==> src/hdl/cfr_pkg.sv <==
package cfr_pkg;

  // ----------------------------------------
  // Register indices and byte addresses
  // ----------------------------------------
  localparam logic [7:0] IDX_FRAME_LIMIT_HIGH = 8'h1d;
  localparam logic [7:0] IDX_FRAME_LIMIT_LOW = 8'h1e;
  localparam logic [7:0] IDX_TX_PLL_CONTROL = 8'h1f;
  localparam logic [7:0] IDX_FORWARD_CONTROL_ONE = 8'h20;
  localparam logic [9:0] ADDR_FRAME_LIMIT_HIGH = {IDX_FRAME_LIMIT_HIGH, 2'b00};
  localparam logic [9:0] ADDR_FRAME_LIMIT_LOW = {IDX_FRAME_LIMIT_LOW, 2'b00};
  localparam logic [9:0] ADDR_TX_PLL_CONTROL = {IDX_TX_PLL_CONTROL, 2'b00};
  localparam logic [9:0] ADDR_FORWARD_CONTROL_ONE = {IDX_FORWARD_CONTROL_ONE, 2'b00};
  localparam logic [9:0] ADDR_FRAME_STATUS = 10'h090;

  // ----------------------------------------
  // Reset values
  // ----------------------------------------
  localparam logic [7:0] RST_FRAME_LIMIT_HIGH = 8'h00;
  localparam logic [7:0] RST_FRAME_LIMIT_LOW = 8'h04;
  localparam logic [0:0] RST_INTERNAL_OSC_SELECT = 1'h0;
  localparam logic [0:0] RST_REF_CLOCK_HALF = 1'h0;
  localparam logic [1:0] RST_TX_LANE_RATE = 2'h2;
  localparam logic [3:0] RST_FORWARD_OFF = 4'hf;
  localparam logic [3:0] RST_OUTPUT_SELECT = 4'h0;
  localparam logic [15:0] FRAME_NUMBER_IDLE = 16'h0000;
  localparam logic [15:0] FRAME_NUMBER_FIRST = 16'h0001;

  // ----------------------------------------
  // Field positions
  // ----------------------------------------
  localparam int POS_INTERNAL_OSC_SELECT = 3;
  localparam int POS_REF_CLOCK_HALF = 2;
  localparam int POS_TX_LANE_RATE = 0;
  localparam int POS_FORWARD_OFF = 4;
  localparam int POS_OUTPUT_SELECT = 0;

  // ----------------------------------------
  // Lane rate codes
  // ----------------------------------------
  localparam logic [1:0] RATE_1G5 = 2'h0;
  localparam logic [1:0] RATE_1G2 = 2'h1;
  localparam logic [1:0] RATE_800M = 2'h2;
  localparam logic [1:0] RATE_400M = 2'h3;

  // AHB transfer types
  localparam logic [1:0] HTRANS_NONSEQ = 2'h2;

endpackage
==> src/hdl/cfr_forward_config_regs.sv <==
// Summary of operation
// - Frame start and end carry 16-bit number
// - Zero limit gives frame number zero
// - Nonzero limit counts 1 to limit, wraps
// - Limit low byte bits 7:0, reset 0x04
// - Limit high byte separate, reset zero
// - Oscillator select: 0 external, 1 internal
// - Reference mode: 0 200 MHz, 1 100 MHz
// - Two-bit lane rate, reset 10
// - Per-port forwarding off bits, reset ones
// - Per-port output select bits, reset zeros
// - PLL control bits 7:4 reserved, read zero
//
// The implementer's own choice: the AHB-Lite register port.
`timescale 1ns/1ps
`default_nettype none

module cfr_forward_config_regs (
  // Clock and reset
  input wire logic hclk,
  input wire logic hresetn,
  // AHB-Lite slave
  input wire logic hsel,
  input wire logic [31:0] haddr,
  input wire logic [1:0] htrans,
  input wire logic hwrite,
  input wire logic [2:0] hsize,
  input wire logic [31:0] hwdata,
  input wire logic hready,
  output logic [31:0] hrdata,
  output logic hreadyout,
  output logic hresp,
  // Frame generator events
  input wire logic frame_start,
  input wire logic frame_end,
  output logic [15:0] frame_number,
  // Clock and rate controls
  output logic internal_osc_select,
  output logic ref_clock_half,
  output logic [1:0] tx_lane_rate,
  // Forwarding controls
  output logic [3:0] rx_forward_off,
  output logic [3:0] rx_output_select
);

  // ----------------------------------------
  // Bus address phase capture
  // ----------------------------------------
  logic wr_pend;
  logic [9:0] wr_addr;
  logic rd_req;
  logic [9:0] rd_addr;
  logic [7:0] frame_limit_low_byte;
  logic [7:0] frame_limit_high_byte;
  logic [15:0] active_limit;
  logic [31:0] next_rdata;

  assign rd_req = hsel && hready && htrans[1] && !hwrite;
  assign rd_addr = haddr[9:0];

  // Single-cycle slave, never stalls or errors
  assign hreadyout = 1'b1;
  assign hresp = 1'b0;

  // Latch write address; data arrives a cycle later
  always_ff @(posedge hclk or negedge hresetn) begin
    if (!hresetn) begin
      wr_pend <= 1'b0;
      wr_addr <= 10'h000;
    end else if (hready) begin
      wr_pend <= hsel && htrans[1] && hwrite && (hsize == 3'h2) && (haddr[11:10] == 2'h0)
        && (haddr[31:12] == 20'h00000);
      wr_addr <= haddr[9:0];
    end
  end

  // ----------------------------------------
  // Register writes
  // ----------------------------------------
  // Frame limit bytes
  always_ff @(posedge hclk or negedge hresetn) begin
    if (!hresetn) begin
      frame_limit_low_byte <= cfr_pkg::RST_FRAME_LIMIT_LOW;
      frame_limit_high_byte <= cfr_pkg::RST_FRAME_LIMIT_HIGH;
    end else if (wr_pend) begin
      if (wr_addr == cfr_pkg::ADDR_FRAME_LIMIT_LOW) begin
        frame_limit_low_byte <= hwdata[7:0];
      end
      if (wr_addr == cfr_pkg::ADDR_FRAME_LIMIT_HIGH) begin
        frame_limit_high_byte <= hwdata[7:0];
      end
    end
  end

  // Clock source and lane rate; bits 7:4 are not stored
  always_ff @(posedge hclk or negedge hresetn) begin
    if (!hresetn) begin
      internal_osc_select <= cfr_pkg::RST_INTERNAL_OSC_SELECT;
      ref_clock_half <= cfr_pkg::RST_REF_CLOCK_HALF;
      tx_lane_rate <= cfr_pkg::RST_TX_LANE_RATE;
    end else if (wr_pend && wr_addr == cfr_pkg::ADDR_TX_PLL_CONTROL) begin
      internal_osc_select <= hwdata[cfr_pkg::POS_INTERNAL_OSC_SELECT];
      ref_clock_half <= hwdata[cfr_pkg::POS_REF_CLOCK_HALF];
      tx_lane_rate <= hwdata[cfr_pkg::POS_TX_LANE_RATE +: 2];
    end
  end

  // Forwarding off and output mapping; no ordering enforced by hardware
  always_ff @(posedge hclk or negedge hresetn) begin
    if (!hresetn) begin
      rx_forward_off <= cfr_pkg::RST_FORWARD_OFF;
      rx_output_select <= cfr_pkg::RST_OUTPUT_SELECT;
    end else if (wr_pend && wr_addr == cfr_pkg::ADDR_FORWARD_CONTROL_ONE) begin
      rx_forward_off <= hwdata[cfr_pkg::POS_FORWARD_OFF +: 4];
      rx_output_select <= hwdata[cfr_pkg::POS_OUTPUT_SELECT +: 4];
    end
  end

  // ----------------------------------------
  // Read mux
  // ----------------------------------------
  // Reserved and unmapped locations read zero
  always_comb begin
    next_rdata = 32'h00000000;
    case (rd_addr)
      cfr_pkg::ADDR_FRAME_LIMIT_HIGH: next_rdata[7:0] = frame_limit_high_byte;
      cfr_pkg::ADDR_FRAME_LIMIT_LOW: next_rdata[7:0] = frame_limit_low_byte;
      cfr_pkg::ADDR_TX_PLL_CONTROL: next_rdata[3:0] = {internal_osc_select,
        ref_clock_half, tx_lane_rate};
      cfr_pkg::ADDR_FORWARD_CONTROL_ONE: next_rdata[7:0] = {rx_forward_off, rx_output_select};
      cfr_pkg::ADDR_FRAME_STATUS: next_rdata[15:0] = frame_number;
      default: next_rdata = 32'h00000000;
    endcase
    if (haddr[31:10] != 22'h000000) begin
      next_rdata = 32'h00000000;
    end
  end

  // Read data registered into the data phase
  always_ff @(posedge hclk or negedge hresetn) begin
    if (!hresetn) begin
      hrdata <= 32'h00000000;
    end else if (rd_req) begin
      hrdata <= next_rdata;
    end
  end

  // ----------------------------------------
  // Frame number generator
  // ----------------------------------------
  // Limit is sampled at frame start so start and end of a frame agree
  always_ff @(posedge hclk or negedge hresetn) begin
    if (!hresetn) begin
      active_limit <= {cfr_pkg::RST_FRAME_LIMIT_HIGH, cfr_pkg::RST_FRAME_LIMIT_LOW};
      frame_number <= cfr_pkg::FRAME_NUMBER_IDLE;
    end else if (frame_start) begin
      active_limit <= {frame_limit_high_byte, frame_limit_low_byte};
      if ({frame_limit_high_byte, frame_limit_low_byte} == 16'h0000) begin
        frame_number <= cfr_pkg::FRAME_NUMBER_IDLE;
      end else if (frame_number == 16'h0000 ||
          frame_number >= {frame_limit_high_byte, frame_limit_low_byte}) begin
        frame_number <= cfr_pkg::FRAME_NUMBER_FIRST;
      end else begin
        frame_number <= frame_number + 16'h0001;
      end
    end
  end

  // ----------------------------------------
  // Assertions
  // ----------------------------------------
  property p_zero_limit;
    @(posedge hclk) disable iff (!hresetn)
    frame_start && {frame_limit_high_byte, frame_limit_low_byte} == 16'h0000
      |=> frame_number == 16'h0000;
  endproperty
  a_zero_limit: assert property (p_zero_limit) else $error("zero limit gave nonzero number");

  property p_wrap;
    @(posedge hclk) disable iff (!hresetn)
    frame_start && {frame_limit_high_byte, frame_limit_low_byte} != 16'h0000
      && frame_number >= {frame_limit_high_byte, frame_limit_low_byte}
      |=> frame_number == 16'h0001;
  endproperty
  a_wrap: assert property (p_wrap) else $error("frame number did not wrap to one");

  property p_count;
    @(posedge hclk) disable iff (!hresetn)
    frame_start && frame_number != 16'h0000
      && frame_number < {frame_limit_high_byte, frame_limit_low_byte}
      |=> frame_number == $past(frame_number) + 16'h0001;
  endproperty
  a_count: assert property (p_count) else $error("frame number did not advance");

  property p_hold;
    @(posedge hclk) disable iff (!hresetn)
    !frame_start |=> $stable(frame_number) && $stable(active_limit);
  endproperty
  a_hold: assert property (p_hold) else $error("frame number moved mid frame");

  property p_pll_write;
    @(posedge hclk) disable iff (!hresetn)
    wr_pend && wr_addr == cfr_pkg::ADDR_TX_PLL_CONTROL
      |=> {internal_osc_select, ref_clock_half, tx_lane_rate} == $past(hwdata[3:0]);
  endproperty
  a_pll_write: assert property (p_pll_write) else $error("pll control not written");

  property p_reserved_read;
    @(posedge hclk) disable iff (!hresetn)
    rd_req && rd_addr == cfr_pkg::ADDR_TX_PLL_CONTROL |=> hrdata[31:4] == 28'h0000000;
  endproperty
  a_reserved_read: assert property (p_reserved_read) else $error("reserved bits nonzero");

  property p_fwd_write;
    @(posedge hclk) disable iff (!hresetn)
    wr_pend && wr_addr == cfr_pkg::ADDR_FORWARD_CONTROL_ONE
      |=> rx_forward_off == $past(hwdata[7:4]) && rx_output_select == $past(hwdata[3:0]);
  endproperty
  a_fwd_write: assert property (p_fwd_write) else $error("forward control not written");

  property p_limit_read;
    @(posedge hclk) disable iff (!hresetn)
    rd_req && rd_addr == cfr_pkg::ADDR_FRAME_LIMIT_LOW && haddr[31:10] == 22'h000000
      |=> hrdata == {24'h000000, $past(frame_limit_low_byte)};
  endproperty
  a_limit_read: assert property (p_limit_read) else $error("limit low read wrong");

  property p_high_write;
    @(posedge hclk) disable iff (!hresetn)
    wr_pend && wr_addr == cfr_pkg::ADDR_FRAME_LIMIT_HIGH
      |=> frame_limit_high_byte == $past(hwdata[7:0]);
  endproperty
  a_high_write: assert property (p_high_write) else $error("limit high not written");

  property p_map_stable;
    @(posedge hclk) disable iff (!hresetn)
    !wr_pend |=> $stable(rx_output_select) && $stable(tx_lane_rate);
  endproperty
  a_map_stable: assert property (p_map_stable) else $error("control changed without write");

  property p_low_write;
    @(posedge hclk) disable iff (!hresetn)
    wr_pend && wr_addr == cfr_pkg::ADDR_FRAME_LIMIT_LOW
      |=> frame_limit_low_byte == $past(hwdata[7:0]);
  endproperty
  a_low_write: assert property (p_low_write) else $error("limit low not written");

  // The count and wrap checks skip the step out of zero, so guard it here
  property p_first_number;
    @(posedge hclk) disable iff (!hresetn)
    frame_start && frame_number == 16'h0000
      && {frame_limit_high_byte, frame_limit_low_byte} != 16'h0000
      |=> frame_number == 16'h0001;
  endproperty
  a_first_number: assert property (p_first_number) else $error("numbering did not start at one");

  property p_limit_sample;
    @(posedge hclk) disable iff (!hresetn)
    frame_start |=> active_limit == {$past(frame_limit_high_byte), $past(frame_limit_low_byte)};
  endproperty
  a_limit_sample: assert property (p_limit_sample) else $error("limit not taken at frame start");

  property p_pll_read;
    @(posedge hclk) disable iff (!hresetn)
    rd_req && rd_addr == cfr_pkg::ADDR_TX_PLL_CONTROL && haddr[31:10] == 22'h000000
      |=> hrdata[3:0] == {$past(internal_osc_select), $past(ref_clock_half),
        $past(tx_lane_rate)};
  endproperty
  a_pll_read: assert property (p_pll_read) else $error("pll control read wrong");

  property p_fwd_read;
    @(posedge hclk) disable iff (!hresetn)
    rd_req && rd_addr == cfr_pkg::ADDR_FORWARD_CONTROL_ONE && haddr[31:10] == 22'h000000
      |=> hrdata == {24'h000000, $past(rx_forward_off), $past(rx_output_select)};
  endproperty
  a_fwd_read: assert property (p_fwd_read) else $error("forward control read wrong");

  property p_status_read;
    @(posedge hclk) disable iff (!hresetn)
    rd_req && rd_addr == cfr_pkg::ADDR_FRAME_STATUS && haddr[31:10] == 22'h000000
      |=> hrdata == {16'h0000, $past(frame_number)};
  endproperty
  a_status_read: assert property (p_status_read) else $error("frame status read wrong");

  property p_ctrl_stable;
    @(posedge hclk) disable iff (!hresetn)
    !wr_pend |=> $stable(internal_osc_select) && $stable(ref_clock_half)
      && $stable(rx_forward_off) && $stable(frame_limit_low_byte);
  endproperty
  a_ctrl_stable: assert property (p_ctrl_stable) else $error("setting changed without write");

  // Main scenarios
  c_wrap: cover property (@(posedge hclk) disable iff (!hresetn)
    frame_start && frame_number == active_limit && active_limit != 16'h0000);
  c_zero: cover property (@(posedge hclk) disable iff (!hresetn)
    frame_start && active_limit == 16'h0000);
  c_fwd_on: cover property (@(posedge hclk) disable iff (!hresetn) rx_forward_off == 4'h0);
  c_slow_rate: cover property (@(posedge hclk) disable iff (!hresetn)
    tx_lane_rate == cfr_pkg::RATE_400M);

  // frame_end only marks the end packet; number already stands
  logic unused_ok;
  assign unused_ok = frame_end ^ (|hwdata[31:8]) ^ (|htrans[0]);

endmodule
`default_nettype wire

==> config.mk <==
export PLATFORM = sky130hd
export DESIGN_NAME = cfr_forward_config_regs
export DESIGN_NICKNAME = d
export VERILOG_FILES = /design/src/hdl/cfr_pkg.sv /design/src/hdl/cfr_forward_config_regs.sv
export SDC_FILE = /design/constraint.sdc
export NUM_CORES = 1
export LEC_CHECK = 0
export BUFFER_PORTS_ARGS = -buffer_cell sky130_fd_sc_hd__buf_2
export CAP_MARGIN = 25
export CORE_MARGIN = 8
export CORE_UTILIZATION = 51
export CTS_CLUSTER_DIAMETER = 40
export DETAILED_ROUTE_END_ITERATION = 8
export PLACE_DENSITY = 0.81
export SYNTH_ARGS = -nofsm -noshare
export SYNTH_HDL_FRONTEND = slang
export SYNTH_SLANG_ARGS = --single-unit
==> constraint.sdc <==
create_clock -name hclk -period 3 [get_ports hclk]
set_clock_uncertainty 0.1 [all_clocks]
set_input_delay 0.15 -clock hclk [delete_from_list [all_inputs] [get_ports hclk]]
set_output_delay 0.15 -clock hclk [all_outputs]
set_load 0.03 [all_outputs]
==> results of run 1 <==
report_power, final:
group          switching, mW  total [mW]  internal (mW)
logic                  0.422       0.661          0.239
registers              0.123        1.15           1.03
clock network          0.358       0.847          0.489
critical path: stages (launching register included):
cell	delay (ns)
dfrtp_1	0.44
inv_1	0.13
ha_1	0.30
nand2b_4	0.15
a2111oi_4	0.34
nor4b_1	0.13
nor4_4	0.21
buf_4	0.32
o211ai_1	0.13
a31oi_1	0.20
sequential cells by signal (all words and copies together), names as in the netlist:
register               flops
frame_number              16
wr_addr                   10
internal_osc_select        1
tx_lane_rate               2
rx_output_select           4
ref_clock_half             1
wr_pend                    1
frame_limit_low_byte       8
hrdata                    16
rx_forward_off             4
frame_limit_high_byte      8
cells by family (layout without fill, tap and decap cells):
group | after synthesis | in the layout | share of synthesized area
simple gates | 129 | 129 | 0.1754
compound gates | 91 | 91 | 0.1575
flops | 71 | 71 | 0.4474
buf+inv | 60 | 158 | 0.07907
mux | 30 | 30 | 0.08221
fa+ha+maj | 18 | 18 | 0.05648
other cells | 2 | 18 | 0.001883
final cells by class:
class,count,area (um^2)
Clock inverter,4,70.07
Sequential cell,71,1784
Clock buffer,12,145.1
Timing Repair Buffer,117,688.2
Multi-Input combinational cell,286,1948
Fill cell,597,2790
Tap cell,102,127.6
Inverter,25,93.84
through the flow:
stage | power, mW | util | cell area, um^2 | setup slack (ns) | std cells
detailed placement | 1.804 | 0.5848 | 4472 | 0.4762 | 584
global placement | 1.774 | 0.5848 | 4472 | 0.5417 | 584
floorplan | 1.604 | - | 4048 | 0.4363 | 417
finish | 2.658 | 0.6351 | 4857 | 0.4652 | 617
CTS | 2.656 | 0.6351 | 4857 | 0.4749 | 617
global route | 2.777 | 0.6351 | 4857 | 0.3038 | 617
per-layer routing:
layer,global-route usage,up-vias,share of wire
met5,0,-,0
met4,0.07756,0,0.016
met3,0.06506,14,0.093
met2,0.3165,175,0.48
met1,0.2539,1686,0.42
li1,-,1656,-
layout by cell type (no fill, tap or decap), types with 13 or more instances in the layout:
master	n
inv_1	25
a31oi_1	18
ha_1	18
buf_2	93
conb_1	18
nor2_1	25
nand2_1	37
dfrtp_1	65
mux2_2	22
nand3_1	13
nor4_1	14
dlygate4sd3_1	17
o21ai_0	26
worst max path at each step:
| stage | start | endpoint | slack, ns | cells past startpoint |
|---|---|---|---|---|
| 3_5_place_dp | frame_number[0] | frame_number[10] | 0.48 | 9 |
| 4_1_cts | frame_number[0] | frame_number[10] | 0.47 | 9 |
| 3_3_place_gp | frame_number[0] | frame_number[10] | 0.54 | 9 |
| 6_report | frame_number[0] | frame_number[10] | 0.47 | 9 |
| 2_1_floorplan | frame_number[0] | frame_number[10] | 0.44 | 9 |
| 5_1_grt | frame_number[0] | frame_number[4] | 0.30 | 9 |
timing repair:
item / in CTS / in global routing
hold buffers: 17 / 0
setup endpoints to repair: 0 / 0
hold endpoints to repair: 94 / 0
buffers inserted: 0 / 0
==> flow_summary.toml, run 1 <==
[run_status]
status = "complete, no violations"

[grt]
grt_max_degree = 72
overflow = 0
grt_use_total = 0.2025
grt_pass1_wl_mm = 18.11
grt_pass1_vias = 3556
grt_antenna_before_repair = 0

[yosys]
async_flop_share = 1.000
syn_area_per_cell_um2 = 9.944
synth_common_cells = "dfrtp_1 (65), nand2_1 (37), o21ai_0 (26)"
yosysUniqueCellTypes = 45
synth_ff_type = "dfrtp_1"
synth_cells = 401
post-synth-top-count-cell = "dfrtp_1"
syn-cell-area_um2 = 3988
synth_edf_count = 0
synth-seq-cells = 71
synthTopCellsByArea = "dfrtp_1 (41%), mux2_2 (6.2%), ha_1 (5.6%)"
synth_top_area_share = 0.4079
yosysWarnings = 0
seq_area_frac_synth = 0.4474
synth_top_cell_by_area = "dfrtp_1"

[setup_path]
worstSetupEndpointType = "flop"
path_class = "reg -> reg"
r2r-start = "frame_number[0]"
critPathLaunchType = "flop"
cp.arrival_ns = 2.71
required_ns = 3.18
r2r_end = "frame_number[10]"
reg2reg_depth = 9
path_max_fanout = 27
ff2ff_setup_slack_ns = 0.47

[power_and_ir_drop]
leakage_nw = 2.418
power_density_nw_per_um2 = 547.2
max-vdd-ir-drop_v = 0.0002810

[die]
num_rows = 32
die_area_um2 = 10900
dieWidth_um = 104.4
coreArea_um2 = 7647
io_pins = 138
start_util = 0.5214
die_h_um = 104.4

[place]
routabilityCongestion = 0.8907
port_buffers = 93
dpl.hpwl_mm = 7.984

[timing]
tightest_slew_ns = 0.9091
min_period_ns = 2.535
slew_headroom = 0.3939
fin_crit_sh = 0.8449
max_freq_ghz = 0.3945
whs_ns = 0.01377
setup_viol = 0
grt_setup_unrepaired = "no"
fin_setup_tns_ns = 0
finalHoldViolations = 0
slew_violations = 0

[worst_hold_path]
holdPathStages = 4
holdPathEnd = "wr_pend"
hp-class = "in -> reg"
hp-start = "hsize[0]"

[clock_tree]
tritoncts = "yes"
clock_path_buffers = 2
root_buffer = "clkbuf_8"
clk_pin_slew_worst_paths_ns = 0.08
cts_sinks = 71
htreeDepth = 3
post_cts_resized = 0
clk_latency_ns = 0.35
cts_buffers = 9

[routing]
drt_iter0_markers = 350
wl_mm = 11.15
antenna_left = 0
firstDrtPassIters = 5
detail_route.wl_per_cell_um = 18.07
route.detailed.drc = 0
vias = 3531
via_per_inst = 5.723

[finish]
final_net_count = 604
drive_gt1_frac = 0.2893
area_growth_syn_to_layout_pct = 21.81
diodes = 0

[flow_run]
cap_violations = 0
Note: power is estimated with default switching activity, not from simulation.
==> inputs of run 2 (changes only) <==
Settings changed: ABC_AREA from default to 1, CORE_UTILIZATION 51 to 47, PLACE_DENSITY 0.81 to 0.77.
Clock period 3 ns to 2.3 ns, I/O delays scaled along.
==> run 2 against run 1 <==
Compared with the run above: sequential share of layout area fell by 4.0 points; synthesized cell count grew 54%; die area rose by 17%; power rose by 7.2%; critical path depth rose by 3; area after synthesis rose by 11%; final area rose by 12%; clock power is 0.9% lower; critical endpoint is now hrdata[3]; largest cell class unchanged.
==> flow_summary.toml, run 2 <==
[run_status]
status = "complete, no violations"

[place]
place_ws_ns = 0.3741
port_buffers = 93
place_area_um2 = 5106
dpl.hpwl_mm = 9.996
dp.cells = 832
routabilityCongestion = 0.9168

[yosys]
synth_top_family_by_area = "simple AND/OR/NAND/NOR gates"
syn_area_per_cell_um2 = 7.179
synth_common_cells = "nand2_1 (188), inv_1 (69), nor2_1 (69)"
synth_cells = 618
post-synth-top-count-cell = "nand2_1"
syn-cell-area_um2 = 4437
synth_ff_type = "dfrtp_1"
synth_compound_area_frac = 0.06120
synth_fa_ha_area_frac = 0.05076
synthTopCellsByArea = "dfrtp_1 (37%), nand2_1 (16%), inv_1 (5.8%)"
synth_top_area_share = 0.3666
synth_top_cell_by_area = "dfrtp_1"
seq_area_frac_synth = 0.4021
synth_xor_area_frac = 0.01382
synth_edf_count = 0
async_flop_share = 1.000
yosysWarnings = 0
yosysUniqueCellTypes = 34
synth-simple-area-share = 0.3610
synthMuxAreaShare = 0
synth-seq-cells = 71

[timing]
finalHoldViolations = 0
grt_setup_unrepaired = "no"
slew_violations = 0
min_period_ns = 1.998
setup_slack_ns = 0.3018
fin_setup_tns_ns = 0
fin_crit_sh = 0.8688
setup_viol = 0
slew_headroom = 0.5725
max_freq_ghz = 0.5004
tightest_slew_ns = 0.6412

[clock_tree]
tritoncts = "yes"
post_cts_buffers = 0
root_buffer = "clkbuf_8"
cts_buffers = 9
ctsHoldBuffers = 18
htreeDepth = 3
clk_pin_slew_worst_paths_ns = 0.08
cts_sinks = 71
clk_latency_ns = 0.35
post_cts_resized = 0
clock_path_buffers = 2

[finish]
final_common_cell = "nand2_1"
final_net_count = 844
stdcell_area_um2 = 5444
fin_util = 0.5920
drive_gt1_frac = 0.2093
final_cell_mix = "nand2_1 (188), buf_2 (93), inv_1 (69), nor2_1 (69), dfrtp_1 (65)"
area_growth_syn_to_layout_pct = 22.70
diodes = 0
largest_registers = "frame_number (16), hrdata (16), wr_addr (10)"
fin_cells = 866

[setup_path]
required_ns = 2.48
ff2ff_setup_slack_ns = 0.31
cpMostUsedCell = "nand2_1"
reg2reg_depth = 12
worstSetupEndpointType = "flop"
cp_cell_sequence = "dlygate4sd3_1 > buf_2 > nor2_4 > nand2_1 > nor2_1 > buf_4 > nand2_1 > nand3_1 > nand2_2 > nand2_2 > nand2_1 > nand2_1"
max_stage_delay_ns = 0.54
critPathLaunchType = "input port"
r2r-start = "frame_limit_low_byte[2]"
crit_end = "hrdata[3]"
cp.arrival_ns = 2.18
crit_slowest_cell = "dlygate4sd3_1"
path_max_fanout = 7
r2r_end = "frame_number[15]"
startpoint = "haddr[9]"
path_class = "in -> reg"

[grt]
grt_antenna_before_repair = 0
overflow = 0
grt_pass1_vias = 4404
grt_pass1_wl_mm = 21.98
grt_use_total = 0.2116
grt_max_degree = 31

[routing]
via_per_inst = 5.135
wl_mm = 13.21
firstDrtPassIters = 7
drt_iter0_markers = 374
route.detailed.drc = 0
vias = 4447
antenna_left = 0
detail_route.wl_per_cell_um = 15.25

[worst_hold_path]
hp-class = "in -> reg"
hp-start = "haddr[6]"

[die]
coreArea_um2 = 9196
die_h_um = 113.2
num_rows = 35
die_area_um2 = 12810
start_util = 0.4824
io_pins = 138
dieWidth_um = 113.2

[power_and_ir_drop]
internal_power_mw = 1.899
leakage_nw = 3.155
power.share.clock = 0.294
pwr-share-seq = 0.470
power_density_nw_per_um2 = 523.5
power_switching_mw = 0.9513
max-vdd-ir-drop_v = 0.0003364
swShare = 0.3338
pwr-share-comb = 0.236

[flow_run]
cap_violations = 0
run 2: cell types whose count changed after synthesis, moves of 8 or more:
cell and delta:
nand3_1 +34, mux2i_1 -8, o21ai_0 +14, nand4_1 +24
inv_1 +44, a31oi_1 -18, nand2_1 +151, nor2_1 +44
a22o_1 -12, mux2_2 -22, nor4_1 -13
run 2: layout make-up:
type / instances / area, um^2
clock buffers: 12 / 135.1
clock inverters: 4 / 22.52
fillers: 882 / 3752
inverters: 76 / 285.3
multi-input cells: 457 / 2227
flip-flops and latches: 71 / 1784
well taps: 111 / 138.9
repair buffers: 135 / 850.8
run 2: layer usage:
layer	vias to the layer above	track usage	routed length [um]
li1	2210	-	-
met1	2020	0.2756	5753
met2	202	0.3345	6072
met3	15	0.05538	1231
met4	0	0.06750	148
met5	-	0	0
run 2: kinds of logic after synthesis:
logic type	Yosys count
AOI/OAI and AO/OA	53
xor gates and xnor gates	7
adders and majority gates	18
buffers and inverters	106
DFF	71
other	2
and+or+nand+nor	361
run 2: per-stage QoR:
stage / hold WS (ns) / power [mW]
2_1_floorplan: -0.2806 / 1.788
3_3_place_gp: 0.06046 / 1.973
3_5_place_dp: 0.06926 / 1.991
4_1_cts: 0.008224 / 2.857
5_1_grt: 0.01434 / 3.000
6_report: 0.02016 / 2.850
run 2: how the worst min path moves through the flow:
stage / to / slack (ns) / cells after the start
final: wr_addr[6] / 0.02 / 3
after global routing: wr_addr[6] / 0.01 / 3
after CTS: wr_addr[6] / 0.008 / 3
after detailed placement: frame_number[0] / 0.07 / 1
after global placement: frame_number[0] / 0.06 / 1
after floorplan: frame_limit_high_byte[0] / -0.28 / 0
run 2: power by group through the flow:
stage	sequential [mW]	combinational (mW)	clock [mW]
6_report	1.34	0.672	0.839
5_1_grt	1.34	0.727	0.930
4_1_cts	1.34	0.660	0.860
3_5_place_dp	1.36	0.630	0
3_3_place_gp	1.36	0.613	0
2_1_floorplan	1.43	0.363	0
run 2: worst max-delay path: cells and delay by family:
family,cells,cell delay (ns)
AND/OR/NAND/NOR,9,1.11
buffers and inverters,3,0.93
==> inputs of run 3 (changes only) <==
Settings changed: ABC_AREA 1 to default, CORE_UTILIZATION 47 to 46, HOLD_SLACK_MARGIN from default to 0.03.
==> run 3 against run 2 <==
Compared with the run above: sequential share of layout area rose by 2.3 points; critical path depth decreased by 3; register-to-register slack lost 0.28 ns; via count decreased by 17%; critical path type is now reg -> reg; count of clock-buffer cells in the layout down 3; utilization up 0.30 points; worst hold slack better by 0.023 ns; combinational power increased by 67%; largest cell class unchanged; critical endpoint is now frame_number[10]; die area fell by 7.0%; fmax down 12%; highest routed layer unchanged; sequential power rose by 4%.
==> flow_summary.toml, run 3 (same netlist as run 1, synthesis figures left out) <==
[run_status]
status = "complete, no violations"

[power_and_ir_drop]
p_total_mw = 3.552
max-vdd-ir-drop_v = 0.0004700
leakage_nw = 2.526
power_density_nw_per_um2 = 698.2

[setup_path]
critPathLaunchType = "flop"
crit_slowest_cell = "dfrtp_2"
max_stage_delay_ns = 0.42
path_max_fanout = 21
cp.arrival_ns = 2.44
worst-path-buf-inv = 2
cp_cell_sequence = "inv_2 > ha_4 > nand2b_4 > a2111oi_4 > nor4b_2 > nor4_4 > buf_12 > o211ai_1 > a31oi_1"
path_class = "reg -> reg"
crit_cells = 9
worstSetupEndpointType = "flop"
cp_top_family = "compound AO/OA/AOI/OAI gates"
reg2reg_depth = 9
required_ns = 2.47

[timing]
max_freq_ghz = 0.4398
fin_crit_sh = 0.9886
grt_setup_unrepaired = "yes"
fin_setup_tns_ns = 0
finalHoldViolations = 0
setup_viol = 0
min_period_ns = 2.274
tightest_slew_ns = 0.6294
slew_violations = 0
slew_headroom = 0.5804

[grt]
grt_pass1_wl_mm = 18.42
grt_max_degree = 58
grt_use_total = 0.1982
grt_pass1_vias = 3694
overflow = 0
grt_antenna_before_repair = 0

[clock_tree]
htreeDepth = 3
cts_buffers = 9
tritoncts = "yes"
clk_pin_slew_worst_paths_ns = 0.09
clk_latency_ns = 0.36
clock_path_buffers = 2
cts_sinks = 71
root_buffer = "clkbuf_8"

[die]
io_pins = 138
die_area_um2 = 11900
die_h_um = 109.1
num_rows = 34
start_util = 0.4663
dieWidth_um = 109.1
coreArea_um2 = 8551

[finish]
diodes = 0
final_cell_mix = "buf_2 (93), dfrtp_1 (63), nand2_1 (37), o21ai_0 (25), buf_4 (25)"
fillers = 731
final_net_count = 627
stdcell_area_um2 = 5087
fin_cells = 646
drive_gt1_frac = 0.3290
largest_registers = "frame_number (16), hrdata (16), wr_addr (10)"
area_growth_syn_to_layout_pct = 27.58
final_common_cell = "buf_2"

[place]
routabilityCongestion = 0.8955
dpl.hpwl_mm = 8.573
port_buffers = 93
place_area_um2 = 4668
dp.cells = 609

[routing]
drt_iter0_markers = 255
via_per_inst = 5.680
vias = 3669
firstDrtPassIters = 5
detail_route.wl_per_cell_um = 18.01
wl_mm = 11.63
route.detailed.drc = 0
antenna_left = 0

[worst_hold_path]
hp-class = "in -> reg"
holdPathStages = 3

[flow_run]
cap_violations = 0
-- run 3: worst reg2reg max path, cell delays in order, from the launching register on --
cell	delay, ns
dfrtp_2	0.42
inv_2	0.09
ha_4	0.20
nand2b_4	0.14
a2111oi_4	0.32
nor4b_2	0.11
nor4_4	0.32
buf_12	0.20
o211ai_1	0.10
a31oi_1	0.21
-- run 3: final timing paths --
path / start / end / slack [ns]
worst min register to register: hrdata[5] / hrdata[5] / 0.38
min in group asynchronous: hresetn / frame_number[7] / 0.12
worst max register to register: frame_number[0] / frame_number[10] / 0.03
worst max-delay path: frame_number[0] / frame_number[10] / 0.03
worst min-delay path: hready / wr_addr[2] / 0.04
max in group asynchronous: hresetn / tx_lane_rate[1] / 1.31
-- run 3: layout make-up --
| type | instances | area [um^2] | area share |
|---|---|---|---|
| Tap cell | 108 | 135.1 | 0.02656 |
| Multi-Input combinational cell | 286 | 1976 | 0.3883 |
| Clock buffer | 9 | 123.9 | 0.02435 |
| Timing Repair Buffer | 140 | 893.4 | 0.1756 |
| Sequential cell | 71 | 1787 | 0.3512 |
| Inverter | 25 | 93.84 | 0.01845 |
| Clock inverter | 7 | 78.83 | 0.01549 |
-- run 3: what timing repair did --
item	CTS	global route
resized for setup	0	3
endpoints found under the hold margin	107	0
buffers inserted	0	1
setup endpoints to repair	4	21
hold buffers	20	0
pin swaps	1	2
-- run 3: where the power goes --
| group | switching [mW] | internal, mW | leakage (nW) |
|---|---|---|---|
| logic | 0.690 | 0.426 | 1.58 |
| registers | 0.0609 | 1.34 | 0.856 |
| clock network | 0.521 | 0.512 | 0.0929 |
-- run 3: through the flow --
step	hold slack (ns)	utilization	setup WS, ns
floorplan	-0.2806	-	-0.04724
global route	0.05923	0.5950	-0.09939
global placement	-0.04672	0.5459	0.03265
CTS	0.03266	0.5931	0.01411
detailed placement	-0.04556	0.5459	0.001904
finish	0.04270	0.5950	0.02616
-- run 3: routing by layer --
layer  GRT usage  wire [um]  vias to the layer above  part of all wire
met5           0          0                        -                 0
met4     0.09775        373                        0             0.032
met3     0.04078        942                       28             0.081
met2      0.3310       5667                      180              0.49
met1      0.2381       4649                     1749              0.40
li1            -          -                     1712                 -
